--- src/pudma_map.svh ---
// Purpose: constants for the parallel user dma bus master
// Assumes: mclk at 25 MHz
// Notes:   least times round up, the reply timeout rounds down
`ifndef PUDMA_MAP_SVH
`define PUDMA_MAP_SVH
// ----------------------------------------------------------------
// timing
// ----------------------------------------------------------------
`define PUDMA_CLK_NS      40
`define PUDMA_REQ_MIN_NS  1000
`define PUDMA_ADDR_NS     250
`define PUDMA_NXM_NS      10000
`define PUDMA_REQ_CYC     ((`PUDMA_REQ_MIN_NS + `PUDMA_CLK_NS - 1) / `PUDMA_CLK_NS)
`define PUDMA_ADDR_CYC    ((`PUDMA_ADDR_NS + `PUDMA_CLK_NS - 1) / `PUDMA_CLK_NS)
`define PUDMA_NXM_CYC     (`PUDMA_NXM_NS / `PUDMA_CLK_NS)
// ----------------------------------------------------------------
// reset values and step
// ----------------------------------------------------------------
`define PUDMA_READY_RST   1'b1
`define PUDMA_BUSY_N_RST  1'b1
`define PUDMA_VECTOR      16'h0080
`define PUDMA_ADDR_STEP   16'h0002
// ----------------------------------------------------------------
// synchroniser vector field positions
// ----------------------------------------------------------------
`define PUDMA_SY_REQ      0
`define PUDMA_SY_USER_ATTENTION     1
`define PUDMA_SY_GNT      2
`define PUDMA_SY_RPLY     3
`define PUDMA_SY_DIN      4
`define PUDMA_SY_IAK      5
`define PUDMA_SY_ASTEP    6
`define PUDMA_SY_CSTEP    7
`define PUDMA_SY_BYTE     8
`define PUDMA_SY_BURSTN   9
`define PUDMA_SY_CT0      10
`define PUDMA_SY_CT1      11
`define PUDMA_SY_DAL      12
`define PUDMA_SY_UDAT     28
`define PUDMA_SY_W        44
`endif

--- src/pudma_pkg.sv ---
// Purpose: types for the parallel user dma bus master
// Assumes: nothing
// Notes:   cycle type code is {cycle_type_bit0, cycle_type_bit1}
package pudma_pkg;
  typedef enum logic [2:0] {
    S_IDLE  = 3'b000,
    S_REQ   = 3'b001,
    S_ADDR  = 3'b010,
    S_DATA  = 3'b011,
    S_RWAIT = 3'b100,
    S_END   = 3'b101,
    S_HOLD  = 3'b110,
    S_GACK  = 3'b111
  } pudma_state_t;
  typedef enum logic [0:0] {
    I_IDLE = 1'b0,
    I_VEC  = 1'b1
  } pudma_istate_t;
  typedef enum logic [1:0] {
    CYC_DATI  = 2'b00,
    CYC_DATIO = 2'b01,
    CYC_DATO  = 2'b10,
    CYC_DATOB = 2'b11
  } pudma_cyc_t;
endpackage : pudma_pkg
--- src/pudma_core.sv ---
// Purpose: dma bus master between a user parallel device and memory
// Assumes: bus lines as positive-true levels; pins pass 3-flop filters
// Notes:   software side is plain ports, no register bus
// How it works
// - start bit drops ready; user sets lines first
// - request latches data, cycle type, burst select
// - request sets pending, busy low, bus request
// - grant gives mastership: bsack up, request down
// - write: address and bwtbt, then bsync, held
// - then word drops bwtbt, byte keeps; data out
// - reply drops bdout, data; release after reply
// - read: address, bsync, then bdin after period
// - reply: capture data, drop bdin, then release
// - read data held until next read load
// - step address and count only when allowed
// - after transfer busy high, ready stays low
// - count reaching zero raises ready and interrupt
// - attention sets its own flag, same interrupt as completion
// - missing reply means nonexistent memory interrupt
// - all interrupt causes share one vector
// - interrupt: birq, acknowledge, vector with reply
// - acknowledge gone then reply is dropped
// - request held minimum time, only while ready low
// - attention ends transfers, sets ready, interrupts
// - burst keeps bus; single releases per request
`timescale 1ns/1ps
`default_nettype none
`include "pudma_map.svh"
module pudma_core
  import pudma_pkg::*;
#(
  parameter logic [15:0] REQ_CYC    = 16'(`PUDMA_REQ_CYC),
  parameter logic [15:0] ADDR_CYC   = 16'(`PUDMA_ADDR_CYC),
  parameter logic [15:0] NXM_CYC    = 16'(`PUDMA_NXM_CYC),
  parameter logic [15:0] INT_VECTOR = `PUDMA_VECTOR
)(
  input  wire logic        mclk,
  input  wire logic        sys_rst,
  input  wire logic        go_start,
  input  wire logic        int_enable,
  input  wire logic        flag_clear,
  input  wire logic        wc_load,
  input  wire logic        ba_load,
  input  wire logic [15:0] load_value,
  output logic      [15:0] word_counter,
  output logic      [15:0] bus_address,
  output logic             count_done_flag,
  output logic             attention_flag,
  output logic             nxm_flag,
  input  wire logic        cycle_request,
  input  wire logic        user_attention,
  input  wire logic        addr_step_allow,
  input  wire logic        count_step_allow,
  input  wire logic        byte_sel,
  input  wire logic        burst_select_n,
  input  wire logic        cycle_type_bit0,
  input  wire logic        cycle_type_bit1,
  input  wire logic [15:0] user_data_in,
  output logic             ready,
  output logic             busy_n,
  output logic      [15:0] output_holding_reg,
  input  wire logic [15:0] bdal_in,
  output logic      [15:0] bdal_out,
  output logic             bdal_oe,
  output logic             bdmr,
  input  wire logic        bdmgi,
  output logic             bsack,
  output logic             bsync,
  output logic             bwtbt,
  output logic             bdout,
  input  wire logic        bdin_in,
  output logic             bdin_out,
  output logic             bdin_oe,
  input  wire logic        brply_in,
  output logic             brply_out,
  output logic             brply_oe,
  output logic             birq,
  input  wire logic        biaki
);
  // ----------------------------------------------------------------
  // pin filters
  // ----------------------------------------------------------------
  logic [`PUDMA_SY_W-1:0] s1_reg, s2_reg, s3_reg, flt_reg;
  always_ff @(posedge mclk)
  begin
    if (sys_rst)
    begin
      s1_reg  <= '0;
      s2_reg  <= '0;
      s3_reg  <= '0;
      flt_reg <= '0;
    end
    else
    begin
      s1_reg  <= {user_data_in, bdal_in, cycle_type_bit1, cycle_type_bit0, burst_select_n, byte_sel,
                  count_step_allow, addr_step_allow, biaki, bdin_in, brply_in, bdmgi, user_attention,
                  cycle_request};
      s2_reg  <= s1_reg;
      s3_reg  <= s2_reg;
      // a bit moves only once the last two stages agree
      flt_reg <= (s2_reg & s3_reg) | (flt_reg & (s2_reg | s3_reg));
    end
  end
  logic        req_f, user_attention_f, gnt_f, rply_f, din_f, iak_f;
  logic [15:0] dal_f, udat_f;
  assign req_f  = flt_reg[`PUDMA_SY_REQ];
  assign user_attention_f = flt_reg[`PUDMA_SY_USER_ATTENTION];
  assign gnt_f  = flt_reg[`PUDMA_SY_GNT];
  assign rply_f = flt_reg[`PUDMA_SY_RPLY];
  assign din_f  = flt_reg[`PUDMA_SY_DIN];
  assign iak_f  = flt_reg[`PUDMA_SY_IAK];
  assign dal_f  = flt_reg[`PUDMA_SY_DAL +: 16];
  assign udat_f = flt_reg[`PUDMA_SY_UDAT +: 16];
  // ----------------------------------------------------------------
  // request qualification and latches
  // ----------------------------------------------------------------
  pudma_state_t st_reg;
  pudma_cyc_t   cyc_reg;
  logic [15:0]  req_cnt_reg, tcnt_reg, wc_reg, ba_reg, input_holding_reg_reg, output_holding_reg_reg, dal_reg;
  logic         ready_reg, busy_n_reg, burst_reg, astep_reg, cstep_reg, user_attention_d_reg;
  logic         accept, wr, byte_wr, xfer_end, done_ev, user_attention_ev, nxm_ev, rd_load, iack_take;
  logic [15:0]  wc_next;
  logic         bdal_oe_d, bdin_dma;
  always_ff @(posedge mclk)
  begin
    if (sys_rst || !req_f)
      req_cnt_reg <= 16'h0000;
    else if (req_cnt_reg != REQ_CYC)
      req_cnt_reg <= req_cnt_reg + 16'h0001;
  end
  // one acceptance per high period, and only with ready low
  assign accept = req_f && (req_cnt_reg == REQ_CYC - 16'h0001) && !ready_reg && !user_attention_f &&
                  (st_reg == S_IDLE || st_reg == S_HOLD);
  always_ff @(posedge mclk)
  begin
    if (sys_rst)
    begin
      input_holding_reg_reg  <= 16'h0000;
      cyc_reg   <= CYC_DATI;
      burst_reg <= 1'b0;
      astep_reg <= 1'b0;
      cstep_reg <= 1'b0;
    end
    else if (accept)
    begin
      input_holding_reg_reg  <= udat_f;
      cyc_reg   <= pudma_cyc_t'({flt_reg[`PUDMA_SY_CT0], flt_reg[`PUDMA_SY_CT1]});
      burst_reg <= !flt_reg[`PUDMA_SY_BURSTN];
      astep_reg <= flt_reg[`PUDMA_SY_ASTEP];
      cstep_reg <= flt_reg[`PUDMA_SY_CSTEP];
    end
  end
  assign wr       = cyc_reg == CYC_DATO || cyc_reg == CYC_DATOB;
  assign byte_wr  = cyc_reg == CYC_DATOB;
  assign xfer_end = st_reg == S_END;
  assign wc_next  = wc_reg + 16'h0001;
  assign done_ev  = xfer_end && cstep_reg && wc_next == 16'h0000;
  assign nxm_ev   = st_reg == S_DATA && !rply_f && tcnt_reg == NXM_CYC - 16'h0001;
  assign user_attention_ev  = user_attention_f && !user_attention_d_reg;
  assign rd_load  = st_reg == S_DATA && rply_f && !wr;
  // ----------------------------------------------------------------
  // bus master sequence
  // ----------------------------------------------------------------
  always_ff @(posedge mclk)
  begin
    if (sys_rst)
    begin
      st_reg     <= S_IDLE;
      tcnt_reg   <= 16'h0000;
      dal_reg    <= 16'h0000;
      bdal_oe_d  <= 1'b0;
      bdmr       <= 1'b0;
      bsack      <= 1'b0;
      bsync      <= 1'b0;
      bwtbt      <= 1'b0;
      bdout      <= 1'b0;
      bdin_dma   <= 1'b0;
      busy_n_reg <= `PUDMA_BUSY_N_RST;
    end
    else
    begin
      case (st_reg)
        S_IDLE:
          if (accept)
          begin
            st_reg     <= S_REQ;
            bdmr       <= 1'b1;
            busy_n_reg <= 1'b0;
          end
        S_REQ:
          if (gnt_f)
          begin
            st_reg <= S_GACK;
            bsack  <= 1'b1;
            bdmr   <= 1'b0;
          end
        S_GACK:
          // the grant must be gone before the cycle starts
          if (!gnt_f)
          begin
            st_reg    <= S_ADDR;
            tcnt_reg  <= 16'h0000;
            dal_reg   <= {ba_reg[15:1], flt_reg[`PUDMA_SY_BYTE]};
            bdal_oe_d <= 1'b1;
            bwtbt     <= wr;
          end
        S_ADDR:
        begin
          bsync    <= 1'b1;
          tcnt_reg <= tcnt_reg + 16'h0001;
          if (tcnt_reg == ADDR_CYC - 16'h0001)
          begin
            st_reg   <= S_DATA;
            tcnt_reg <= 16'h0000;
            if (wr)
            begin
              dal_reg <= input_holding_reg_reg;
              bwtbt   <= byte_wr;
              bdout   <= 1'b1;
            end
            else
            begin
              bdal_oe_d <= 1'b0;
              bwtbt     <= 1'b0;
              bdin_dma  <= 1'b1;
            end
          end
        end
        S_DATA:
        begin
          tcnt_reg <= tcnt_reg + 16'h0001;
          if (rply_f)
          begin
            st_reg   <= S_RWAIT;
            bdout    <= 1'b0;
            bdin_dma <= 1'b0;
          end
          else if (nxm_ev)
          begin
            // no reply: abandon the cycle and give the bus back
            st_reg     <= S_IDLE;
            bdout      <= 1'b0;
            bdin_dma   <= 1'b0;
            bdal_oe_d  <= 1'b0;
            bwtbt      <= 1'b0;
            bsync      <= 1'b0;
            bsack      <= 1'b0;
            busy_n_reg <= 1'b1;
          end
        end
        S_RWAIT:
        begin
          bdal_oe_d <= 1'b0;
          bwtbt     <= 1'b0;
          if (!rply_f)
            st_reg <= S_END;
        end
        S_END:
        begin
          bsync      <= 1'b0;
          busy_n_reg <= 1'b1;
          if (burst_reg && !done_ev && !user_attention_f && !ready_reg)
            st_reg <= S_HOLD;
          else
          begin
            st_reg <= S_IDLE;
            bsack  <= 1'b0;
          end
        end
        S_HOLD:
          // burst keeps the bus dedicated between requests
          if (accept)
          begin
            st_reg     <= S_ADDR;
            tcnt_reg   <= 16'h0000;
            busy_n_reg <= 1'b0;
            dal_reg    <= {ba_reg[15:1], flt_reg[`PUDMA_SY_BYTE]};
            bdal_oe_d  <= 1'b1;
            bwtbt      <= flt_reg[`PUDMA_SY_CT0];
          end
          else if (user_attention_f || ready_reg)
          begin
            st_reg <= S_IDLE;
            bsack  <= 1'b0;
          end
        default:
          st_reg <= S_IDLE;
      endcase
    end
  end
  // ----------------------------------------------------------------
  // counters, output buffer, ready and flags
  // ----------------------------------------------------------------
  always_ff @(posedge mclk)
  begin
    if (sys_rst)
    begin
      wc_reg <= 16'h0000;
      ba_reg <= 16'h0000;
    end
    else
    begin
      if (wc_load)
        wc_reg <= load_value;
      else if (xfer_end && cstep_reg)
        wc_reg <= wc_next;
      if (ba_load)
        ba_reg <= load_value;
      else if (xfer_end && astep_reg)
        ba_reg <= ba_reg + `PUDMA_ADDR_STEP;
    end
  end
  always_ff @(posedge mclk)
  begin
    if (sys_rst)
      output_holding_reg_reg <= 16'h0000;
    else if (rd_load)
      output_holding_reg_reg <= dal_f;
  end
  always_ff @(posedge mclk)
  begin
    if (sys_rst)
    begin
      ready_reg  <= `PUDMA_READY_RST;
      user_attention_d_reg <= 1'b0;
    end
    else
    begin
      user_attention_d_reg <= user_attention_f;
      // terminating events win over a start in the same cycle
      if (done_ev || user_attention_ev || nxm_ev)
        ready_reg <= 1'b1;
      else if (go_start)
        ready_reg <= 1'b0;
    end
  end
  always_ff @(posedge mclk)
  begin
    if (sys_rst)
    begin
      count_done_flag <= 1'b0;
      attention_flag  <= 1'b0;
      nxm_flag        <= 1'b0;
    end
    else
    begin
      count_done_flag <= done_ev || (count_done_flag && !flag_clear);
      attention_flag  <= user_attention_ev || (attention_flag && !flag_clear);
      nxm_flag        <= nxm_ev || (nxm_flag && !flag_clear);
    end
  end
  // ----------------------------------------------------------------
  // interrupt request and vector answer
  // ----------------------------------------------------------------
  pudma_istate_t ist_reg;
  logic          irq_reg, vec_oe_reg;
  assign iack_take = ist_reg == I_IDLE && irq_reg && din_f && iak_f;
  always_ff @(posedge mclk)
  begin
    if (sys_rst)
      irq_reg <= 1'b0;
    else if (int_enable && (done_ev || user_attention_ev || nxm_ev))
      irq_reg <= 1'b1;
    else if (iack_take)
      irq_reg <= 1'b0;
  end
  always_ff @(posedge mclk)
  begin
    if (sys_rst)
    begin
      ist_reg    <= I_IDLE;
      brply_out  <= 1'b0;
      vec_oe_reg <= 1'b0;
    end
    else
    begin
      case (ist_reg)
        I_IDLE:
          if (iack_take)
          begin
            ist_reg    <= I_VEC;
            brply_out  <= 1'b1;
            vec_oe_reg <= 1'b1;
          end
        I_VEC:
          if (!din_f && !iak_f)
          begin
            ist_reg    <= I_IDLE;
            brply_out  <= 1'b0;
            vec_oe_reg <= 1'b0;
          end
        default:
          ist_reg <= I_IDLE;
      endcase
    end
  end
  // ----------------------------------------------------------------
  // outputs
  // ----------------------------------------------------------------
  // the vector is only driven from the acknowledge until din and iak are both gone
  assign bdal_out           = vec_oe_reg ? INT_VECTOR : dal_reg;
  assign bdal_oe            = vec_oe_reg || bdal_oe_d;
  assign bdin_out           = bdin_dma;
  assign bdin_oe            = bdin_dma;
  assign brply_oe           = brply_out;
  assign birq               = irq_reg;
  assign ready              = ready_reg;
  assign busy_n             = busy_n_reg;
  assign word_counter       = wc_reg;
  assign bus_address        = ba_reg;
  assign output_holding_reg = output_holding_reg_reg;

  localparam int REQ_LAT = 2;
endmodule : pudma_core
`default_nettype wire

--- config.mk ---
export PLATFORM = sky130hd
export DESIGN_NAME = pudma_core
export DESIGN_NICKNAME = d
export VERILOG_FILES = /design/src/pudma_pkg.sv /design/src/pudma_core.sv
export VERILOG_INCLUDE_DIRS = /design/src
export SDC_FILE = /design/constraint.sdc
export NUM_CORES = 1
export LEC_CHECK = 0
export BUFFER_PORTS_ARGS = -buffer_cell sky130_fd_sc_hd__buf_2
export CORE_MARGIN = 4
export CORE_UTILIZATION = 40
export CTS_BUF_LIST = sky130_fd_sc_hd__clkbuf_8
export CTS_CLUSTER_DIAMETER = 150
export DETAILED_ROUTE_END_ITERATION = 12
export PLACE_DENSITY = 0.68
export SYNTH_ARGS = -nofsm -noshare
export SYNTH_HDL_FRONTEND = slang
export SYNTH_SLANG_ARGS = --single-unit
export TNS_END_PERCENT = 30
--- constraint.sdc ---
create_clock -name mclk -period 3.13 [get_ports mclk]
set_input_delay 0.4695 -clock mclk [delete_from_list [all_inputs] [get_ports mclk]]
set_output_delay 0.4695 -clock mclk [all_outputs]
set_load 0.02 [all_outputs]
==> results of run 1 <==
==> cell type report <==
type | count | share of cell area
Sequential cell | 312 | 0.457
Inverter | 17 | 0.00466
Clock inverter | 21 | 0.00951
Clock buffer | 61 | 0.0614
Multi-Input combinational cell | 892 | 0.371
Timing Repair Buffer | 158 | 0.0616
Tap cell | 384 | 0.0351
Antenna cell | 1 | 0.000183
==> worst max path at each step <==
stage / from / slack (ns) / endpoint
2_1_floorplan: word_counter[0] / 0.70 / bsack
5_1_grt: st_reg[0] / 0.38 / bus_address[12]
6_report: word_counter[0] / 0.63 / bsack
3_3_place_gp: word_counter[0] / 0.58 / bsack
4_1_cts: word_counter[0] / 0.53 / bsack
3_5_place_dp: word_counter[0] / 0.56 / bsack
==> routing by layer <==
metal	global-route usage	vias to the layer above	wire length, um
met4	0.0489	8	577
met2	0.227	223	10500
met1	0.219	3983	12300
met5	0	-	60
li1	-	4566	-
met3	0.0384	54	1630
==> synth_stat cells (all sizes together) (17+ instances only) <==
| cell type | instances |
|---|---|
| o21ai | 64 |
| xnor2 | 25 |
| a211oi | 17 |
| nor2 | 123 |
| buf | 21 |
| dfxtp | 312 |
| clkbuf | 50 |
| xor2 | 38 |
| inv | 17 |
| mux2i | 30 |
| nor2b | 156 |
| a21oi | 125 |
| nand2 | 169 |
| nand3 | 33 |
==> critical path, cell delays in order (launching register included) <==
cell and delay, ns:
dfxtp_1 0.38, ha_1 0.24, or3_1 0.32, a2111oi_2 0.37, a21oi_1 0.09, nor4_2 0.34, o2111ai_2 0.29, a21boi_2 0.22
mux2i_1 0.18
==> stage by stage <==
| stage | instances | utilization | cell area, sq um | hold slack, ns | power, mW |
|---|---|---|---|---|---|
| after detailed placement | 1763 | 0.442 | 12700 | 0.420 | 5.18 |
| after global placement | 1763 | 0.442 | 12700 | 0.416 | 5.17 |
| after floorplan | 1292 | - | 11700 | 0.414 | 4.93 |
| after global routing | 1846 | 0.475 | 13700 | 0.0752 | 8.87 |
| final | 1846 | 0.475 | 13700 | 0.109 | 8.44 |
| after CTS | 1845 | 0.475 | 13700 | 0.0602 | 8.58 |
==> power breakdown <==
part	total (mW)	switching [mW]	internal (mW)
clock	3.34	1.50	1.84
combinational	0.839	0.496	0.344
sequential	4.26	0.142	4.12
total	8.44	2.14	6.30
==> logic make-up (layout without fill, tap and decap cells) <==
| kind of cell | after synthesis | after routing | synth area share |
|---|---|---|---|
| adder cells (fa/ha/maj) | 9 | 9 | 0.00961 |
| multiplexers | 31 | 31 | 0.0266 |
| other | 0 | 1 | 0 |
| AND/OR/NAND/NOR | 559 | 559 | 0.238 |
| XOR/XNOR | 63 | 63 | 0.0471 |
| AO/OA/AOI/OAI | 230 | 230 | 0.111 |
| flip-flops | 312 | 312 | 0.533 |
| buffers and inverters | 88 | 257 | 0.0348 |
==> cell usage in the layout, fill, tap and decap left out, drive strengths merged, types with 2 or more instances in the layout <==
| cell | netlist | final |
|---|---|---|
| a211oi | 17 | 17 |
| a21boi | 3 | 3 |
| a21o | 2 | 2 |
| a21oi | 125 | 125 |
| a311oi | 2 | 2 |
| a31oi | 2 | 2 |
| and2 | 4 | 4 |
| and3 | 9 | 9 |
| and4 | 6 | 6 |
| and4bb | 2 | 2 |
| buf | 21 | 157 |
| clkbuf | 50 | 62 |
| clkinv | 0 | 4 |
| dfxtp | 312 | 312 |
| ha | 9 | 9 |
| inv | 17 | 33 |
| mux2i | 30 | 30 |
| nand2 | 169 | 169 |
| nand2b | 9 | 9 |
| nand3 | 33 | 33 |
| nand3b | 2 | 2 |
| nand4 | 14 | 14 |
| nor2 | 123 | 123 |
| nor2b | 156 | 156 |
| nor3 | 12 | 12 |
| nor3b | 2 | 2 |
| nor4 | 6 | 6 |
| o2111ai | 2 | 2 |
| o21a | 3 | 3 |
| o21ai | 64 | 64 |
| or2 | 4 | 4 |
| or3 | 5 | 5 |
| xnor2 | 25 | 25 |
| xor2 | 38 | 38 |
==> impl_metrics.toml, run 1 <==
[die]
fp.coreArea_sq_um = 28800
ios = 147
dieArea_sq_um = 32100
dieHeight_um = 179
initial_core_util = 0.407
rows = 62
die_w_um = 179

[power_and_ir_drop]
vdd.ir_drop.worst_mv = 0.341
power.density_nw_per_um2 = 617
leakage_nw = 5.35

[synthesis]
syn-instance-count = 1292
ys_async_sr_fraction = 0
yosys.area.top_type = "dfxtp_1"
synth_cell_type_count = 63
synth_top_area_frac = 0.533
synth-edff-count = 0
synth_warnings = 0
avgSynthCellArea_sq_um = 9.07
ys.flop_type = "dfxtp_1"
ys_ff_latch = 312
synth.cell_area_sq_um = 11700
synth-seq-area-share = 0.533
synth_nets = 1368
yosys-top-cells-area = "dfxtp_1 (53%), nor2b_1 (8.3%), nand2_1 (5.4%)"

[placement]
finalWeightedCongestion = 0.850
dpl.hpwl_mm = 17.2
port_buffers = 146
pre_cts_ws_ns = 0.557

[clocking]
post_cts_buffers = 0
path_clk_slew_ns = 0.06
clk_path_buf_depth = 3
numClockSinks = 312
ctsHoldBuffers = 0
cts_tree = "done"
ctsResizeCount = 0
htree_levels = 2
clock_latency_ns = 0.57
numCtsBuffers = 50
cts-root-buf = "clkbuf_8"

[global_route]
grt_pass1_vias = 8302
grt_max_degree = 106
grt_overflow = 0
grt_pass1_wl_mm = 40.7
antenna_found_initial = 5
grt_use_total = 0.153

[worst_hold_path]
hold_end = "s1_reg[18]"
min_path_type = "in -> reg"
min_from = "bdal_in[6]"
min_path_cells = 2

[worst_setup_path]
cp_data_arrival_time_ns = 2.98
start_kind = "flop"
reg2reg_slack_ns = 0.63
r2r_end = "bsack"
crit_fanout = 7
regToRegStartpoint = "word_counter[0]"
critical_path.endpoint_type = "flop"
required_ns = 3.61
r2r_cells = 8
path_class = "reg -> reg"

[timing]
skew_ns = 0.0232
setup_viol = 0
rsz0062_at_grt = "false"
tns_ns = 0
hold_viol_final = 0
finalCriticalPeriod_ns = 2.50
slew_headroom = 0.386
tightest_slew_ns = 0.920
slew_viol_final = 0
setup_slack_ns = 0.631
fmax_mhz = 400
post-route-period-util = 0.798

[cells_and_area]
nFillCells = 2791
final_nets = 1507
multi_input_area_sq_um = 5070
drive_gt1_frac = 0.172
area_growth_syn_to_layout_pct = 16.8
seq_area_sq_um = 6250

[drt]
wirelength_mm = 25.0
drt_iter0_drc = 461
firstDrtPassIters = 4
avgViaCountPerCell = 4.79
post_drt_wl_per_cell_um = 13.6
drtAntennaViolNets = 0
routed-via-count = 8834
drc = 0

[job]
maxCapViolCount = 0

[status]
status = "complete, no violations"
Note: power is estimated with default switching activity, not from simulation.
==> run 2, diff against run 1 <==
==> constraint.sdc (replaced) <==
create_clock -name mclk -period 2.5 [get_ports mclk]
set_input_delay 0.375 -clock mclk [delete_from_list [all_inputs] [get_ports mclk]]
set_output_delay 0.375 -clock mclk [all_outputs]
set_load 0.02 [all_outputs]
==> run 2 against run 1 <==
Global-route usage grew 0.29 points. Sequential share of layout area fell by 1.6 points. Total power rose by 26%. Utilization up 1.8 points. Design area is 3.7% higher. Critical path type unchanged. Highest routed layer is now met4.
==> impl_metrics.toml, run 2 (synthesis gave the netlist of run 1 again) <==
[job]
maxCapViolCount = 0

[global_route]
met3_usage = 0.0354
grt_pass1_wl_mm = 42.0
grt_overflow = 0
grt_use_total = 0.156
use_met1 = 0.219
grt_pass1_vias = 8649
top_usage_layer = "met2"
met2_usage = 0.241
antenna_found_initial = 1
grt_max_degree = 137

[drt]
routed-via-count = 9155
drtAntennaViolNets = 0
drt_iter0_drc = 587
drc = 0
wirelength_mm = 25.8
avgViaCountPerCell = 4.80
firstDrtPassIters = 5
post_drt_wl_per_cell_um = 13.5

[clocking]
cts_tree = "done"
path_clk_slew_ns = 0.06
clk_path_buf_depth = 3
cts-root-buf = "clkbuf_8"
clock_latency_ns = 0.58
htree_levels = 2
numClockSinks = 312
numCtsBuffers = 51

[die]
dieHeight_um = 179
die_w_um = 179
rows = 62
initial_core_util = 0.407
fp.coreArea_sq_um = 28800
ios = 147
dieArea_sq_um = 32100

[timing]
setup_viol = 0
fmax_mhz = 432
timing.hold.ws_ns = 0.0365
slew_viol_final = 0
skew_ns = 0.0282
tightest_slew_ns = 0.762
post-route-period-util = 0.925
hold_viol_final = 0
finalCriticalPeriod_ns = 2.31
tns_ns = 0
rsz0062_at_grt = "false"
slew_headroom = 0.488

[placement]
port_buffers = 146
dpl.hpwl_mm = 17.2
finalWeightedCongestion = 0.929
place_inst = 1774

[power_and_ir_drop]
combinationalPowerShare = 0.109
p_switching_mw = 2.78
vdd.ir_drop.worst_mv = 0.650
leakage_nw = 5.62
switching_share = 0.261
p_clk_frac = 0.392
p_seq_frac = 0.498
power.density_nw_per_um2 = 749
p_int_mw = 7.84

[worst_setup_path]
cp_data_arrival_time_ns = 2.82
crit_fanout = 5
reg2reg_slack_ns = 0.19
cp_cell_sequence = "ha_1 -> or3_1 -> a2111oi_2 -> a21oi_1 -> nor4_2 -> o2111ai_4 -> a21boi_2 -> mux2i_1"
required_ns = 3.01
critical_path.endpoint_type = "flop"
crit_slowest_cell = "nor4_2"
max_stage_delay_ns = 0.38
path_class = "reg -> reg"
start_kind = "flop"

[cells_and_area]
drive_gt1_frac = 0.174
nFillCells = 2666
final_nets = 1557
seq_area_sq_um = 6250
area_growth_syn_to_layout_pct = 21.1
final_common_cell = "dfxtp_1"
instances_no_fill = 1906
multi_input_area_sq_um = 5090
final_cell_mix = "dfxtp_1 (312), nand2_1 (169), nor2b_1 (156)"

[status]
status = "complete, no violations"

[worst_hold_path]
min_path_type = "in -> reg"
[run 2: timing repair]
action / in CTS / in global routing
buffers inserted: 0 / 4
endpoints found under the hold margin: 34 / 0
hold buffers: 34 / 0
endpoints found under the setup margin: 0 / 17
gates resized for setup: 0 / 1
[run 2: through the flow]
step           power (mW)  setup WS [ns]  cell area, sq um   util
2_1_floorplan        6.18         0.0700             11700      -
6_report             10.6          0.187             14200  0.493
5_1_grt              11.1        0.00809             14200  0.493
4_1_cts              10.7         0.0444             14100  0.491
3_5_place_dp         6.49         0.0593             12800  0.445
3_3_place_gp         6.47         0.0505             12800  0.445
[run 2: worst paths after layout]
| kind | start | end | cells after the start |
|---|---|---|---|
| min reg2reg | s3_reg[43] | flt_reg[43] | 2 |
| max | word_counter[0] | bsack | 8 |
| max reg2reg | word_counter[0] | bsack | 8 |
| min | brply_in | s1_reg[3] | 2 |
[run 2: cell type report]
cell class,instances,area share
antenna,1,0.000176
clock buffer,60,0.0582
clock inverter,33,0.0112
inverter,17,0.00450
multi-input combinational,892,0.359
sequential,312,0.440
tap,384,0.0339
timing repair buffer,207,0.0931
[run 2: critical path, delay by kind of cell, from the launching register on]
family,cells,cell delay (ns)
adders and majority gates,1,0.20
DFF,1,0.31
muxes,1,0.19
AOI/OAI and AO/OA,4,0.83
and+or+nand+nor,2,0.71
[run 2: per-layer routing]
metal  wire length [um]  vias to the layer above
met2              11000                      287
met1              12400                     4153
li1                   -                     4673
met4                423                        0
met5                  0                        -
met3               1920                       42
[run 2: power groups by stage]
stage	sequential [mW]	combinational (mW)	clock, mW
3_3_place_gp	5.39	1.08	0
2_1_floorplan	5.41	0.766	0
4_1_cts	5.29	1.13	4.31
5_1_grt	5.32	1.26	4.55
6_report	5.29	1.16	4.16
3_5_place_dp	5.40	1.09	0
==> run 3, diff against run 2 <==
--- a/config.mk
+++ b/config.mk
@@ -11,8 +11,9 @@
 export CORE_UTILIZATION = 40
 export CTS_BUF_LIST = sky130_fd_sc_hd__clkbuf_8
 export CTS_CLUSTER_DIAMETER = 150
+export CTS_CLUSTER_SIZE = 40
 export DETAILED_ROUTE_END_ITERATION = 12
-export PLACE_DENSITY = 0.68
+export PLACE_DENSITY = 0.62
 export SYNTH_ARGS = -nofsm -noshare
 export SYNTH_HDL_FRONTEND = slang
 export SYNTH_SLANG_ARGS = --single-unit
==> run 3 against run 2 <==
Fmax is 3.1% lower. Critical path type unchanged. Register-to-register slack worse by 0.07 ns. Non-clock buffer count is 11 lower. Count of clock-buffer cells in the layout is 49 lower. Sequential cell count stayed put. Via count is 5.3% lower.
==> impl_metrics.toml, run 3 (synthesis gave the netlist of run 1 again) <==
[clocking]
numCtsBuffers = 11
clock_latency_ns = 0.57
htree_levels = 1
cts-root-buf = "clkbuf_8"
cts_tree = "done"
path_clk_slew_ns = 0.23
numClockSinks = 312
clk_path_buf_depth = 3

[drt]
drtAntennaViolNets = 0
drt_iter0_drc = 446
post_drt_wl_per_cell_um = 13.5
routed-via-count = 8667
wirelength_mm = 24.4
firstDrtPassIters = 5
avgViaCountPerCell = 4.78
drc = 0

[cells_and_area]
final_cell_mix = "dfxtp_1 (311), nand2_1 (169), nor2b_1 (156)"
design_area_sq_um = 13300
final_util = 0.460
nFillCells = 2850
area_growth_syn_to_layout_pct = 13.1
final_nets = 1506
drive_gt1_frac = 0.148
final_common_cell = "dfxtp_1"

[timing]
tns_ns = 0
skew_ns = 0.0374
slew_headroom = 0.500
post-route-period-util = 0.954
tightest_slew_ns = 0.750
rsz0062_at_grt = "false"
fmax_mhz = 419
finalCriticalPeriod_ns = 2.39
timing.hold.ws_ns = 0.0330
hold_viol_final = 0
setup_viol = 0
slew_viol_final = 0

[worst_setup_path]
path_class = "reg -> reg"
required_ns = 3.00
start_kind = "flop"
cp_data_arrival_time_ns = 2.89
crit_fanout = 5
critical_path.endpoint_type = "flop"

[global_route]
grt_pass1_wl_mm = 40.1
grt_overflow = 0
grt_use_total = 0.148
antenna_found_initial = 1
grt_pass1_vias = 7998
grt_max_degree = 157

[die]
die_w_um = 179
initial_core_util = 0.407
fp.coreArea_sq_um = 28800
dieHeight_um = 179
dieArea_sq_um = 32100
ios = 147
rows = 62

[placement]
place_area_sq_um = 12800
dpl.hpwl_mm = 17.0
port_buffers = 146
finalWeightedCongestion = 0.925

[worst_hold_path]
min_path_type = "in -> reg"

[job]
maxCapViolCount = 0

[power_and_ir_drop]
leakage_nw = 5.05
total_power_mw = 8.23
vdd.ir_drop.worst_mv = 0.522
power.density_nw_per_um2 = 621

[status]
status = "complete, no violations"
run 3: changes by cell type in the layout (fill, tap and decap cells not counted), moves of 2 or more:
cell	change
buf_4	-2
clkbuf_8	-49
clkinv_2	-4
dlygate4sd3_1	-9
inv_1	-26
run 3: layout make-up:
class	count	area (sq um)	share of cell area
diodes	1	2.50	0.000189
clock buffers	11	151	0.0114
clock inverters	1	8.76	0.000661
repair buffers	196	1210	0.0917
flip-flops and latches	312	6250	0.471
multi-input cells	892	5080	0.384
well taps	384	480	0.0363
inverters	17	63.8	0.00481
run 3: worst max-delay path, cell delays in order (launching register included):
cell and delay [ns]:
dfxtp_1 0.38, nor4_1 0.35, nand4_1 0.30, or2_4 0.36, a222oi_1 0.40, and2_4 0.26, o21ai_1 0.08, a221oi_2 0.21
run 3: routing by layer:
metal / routed length [um] / global-route usage
met5: 0 / 0
met1: 12400 / 0.222
met4: 492 / 0.0330
met2: 10100 / 0.224
met3: 1420 / 0.0245
run 3: final timing paths:
path | slack [ns] | end | cells after the start | start
max | 0.11 | st_reg[1] | 7 | req_cnt_reg[7]
min | 0.03 | s1_reg[26] | 2 | bdal_in[14]
max reg2reg | 0.11 | st_reg[1] | 7 | req_cnt_reg[7]
min reg2reg | 0.43 | flt_reg[40] | 2 | s3_reg[40]
run 3: repair_timing:
action	in CTS	in global routing
buffers inserted	1	1
endpoints found under the hold margin	24	1
gates resized for setup	0	3
hold buffers	24	1
pin swaps	1	5
setup endpoints to repair	1	6
run 3: through the flow:
stage,std cells,setup slack [ns]
2_1_floorplan,1292,0.0700
3_3_place_gp,1774,0.0489
3_5_place_dp,1774,0.0441
4_1_cts,1811,0.0325
5_1_grt,1814,0.00712
6_report,1814,0.114
run 3: power by group:
| part | leakage [nW] | internal (mW) | switching, mW |
|---|---|---|---|
| clock network | 0.0836 | 0.416 | 1.39 |
| registers | 2.54 | 5.16 | 0.135 |
| logic | 2.42 | 0.470 | 0.660 |
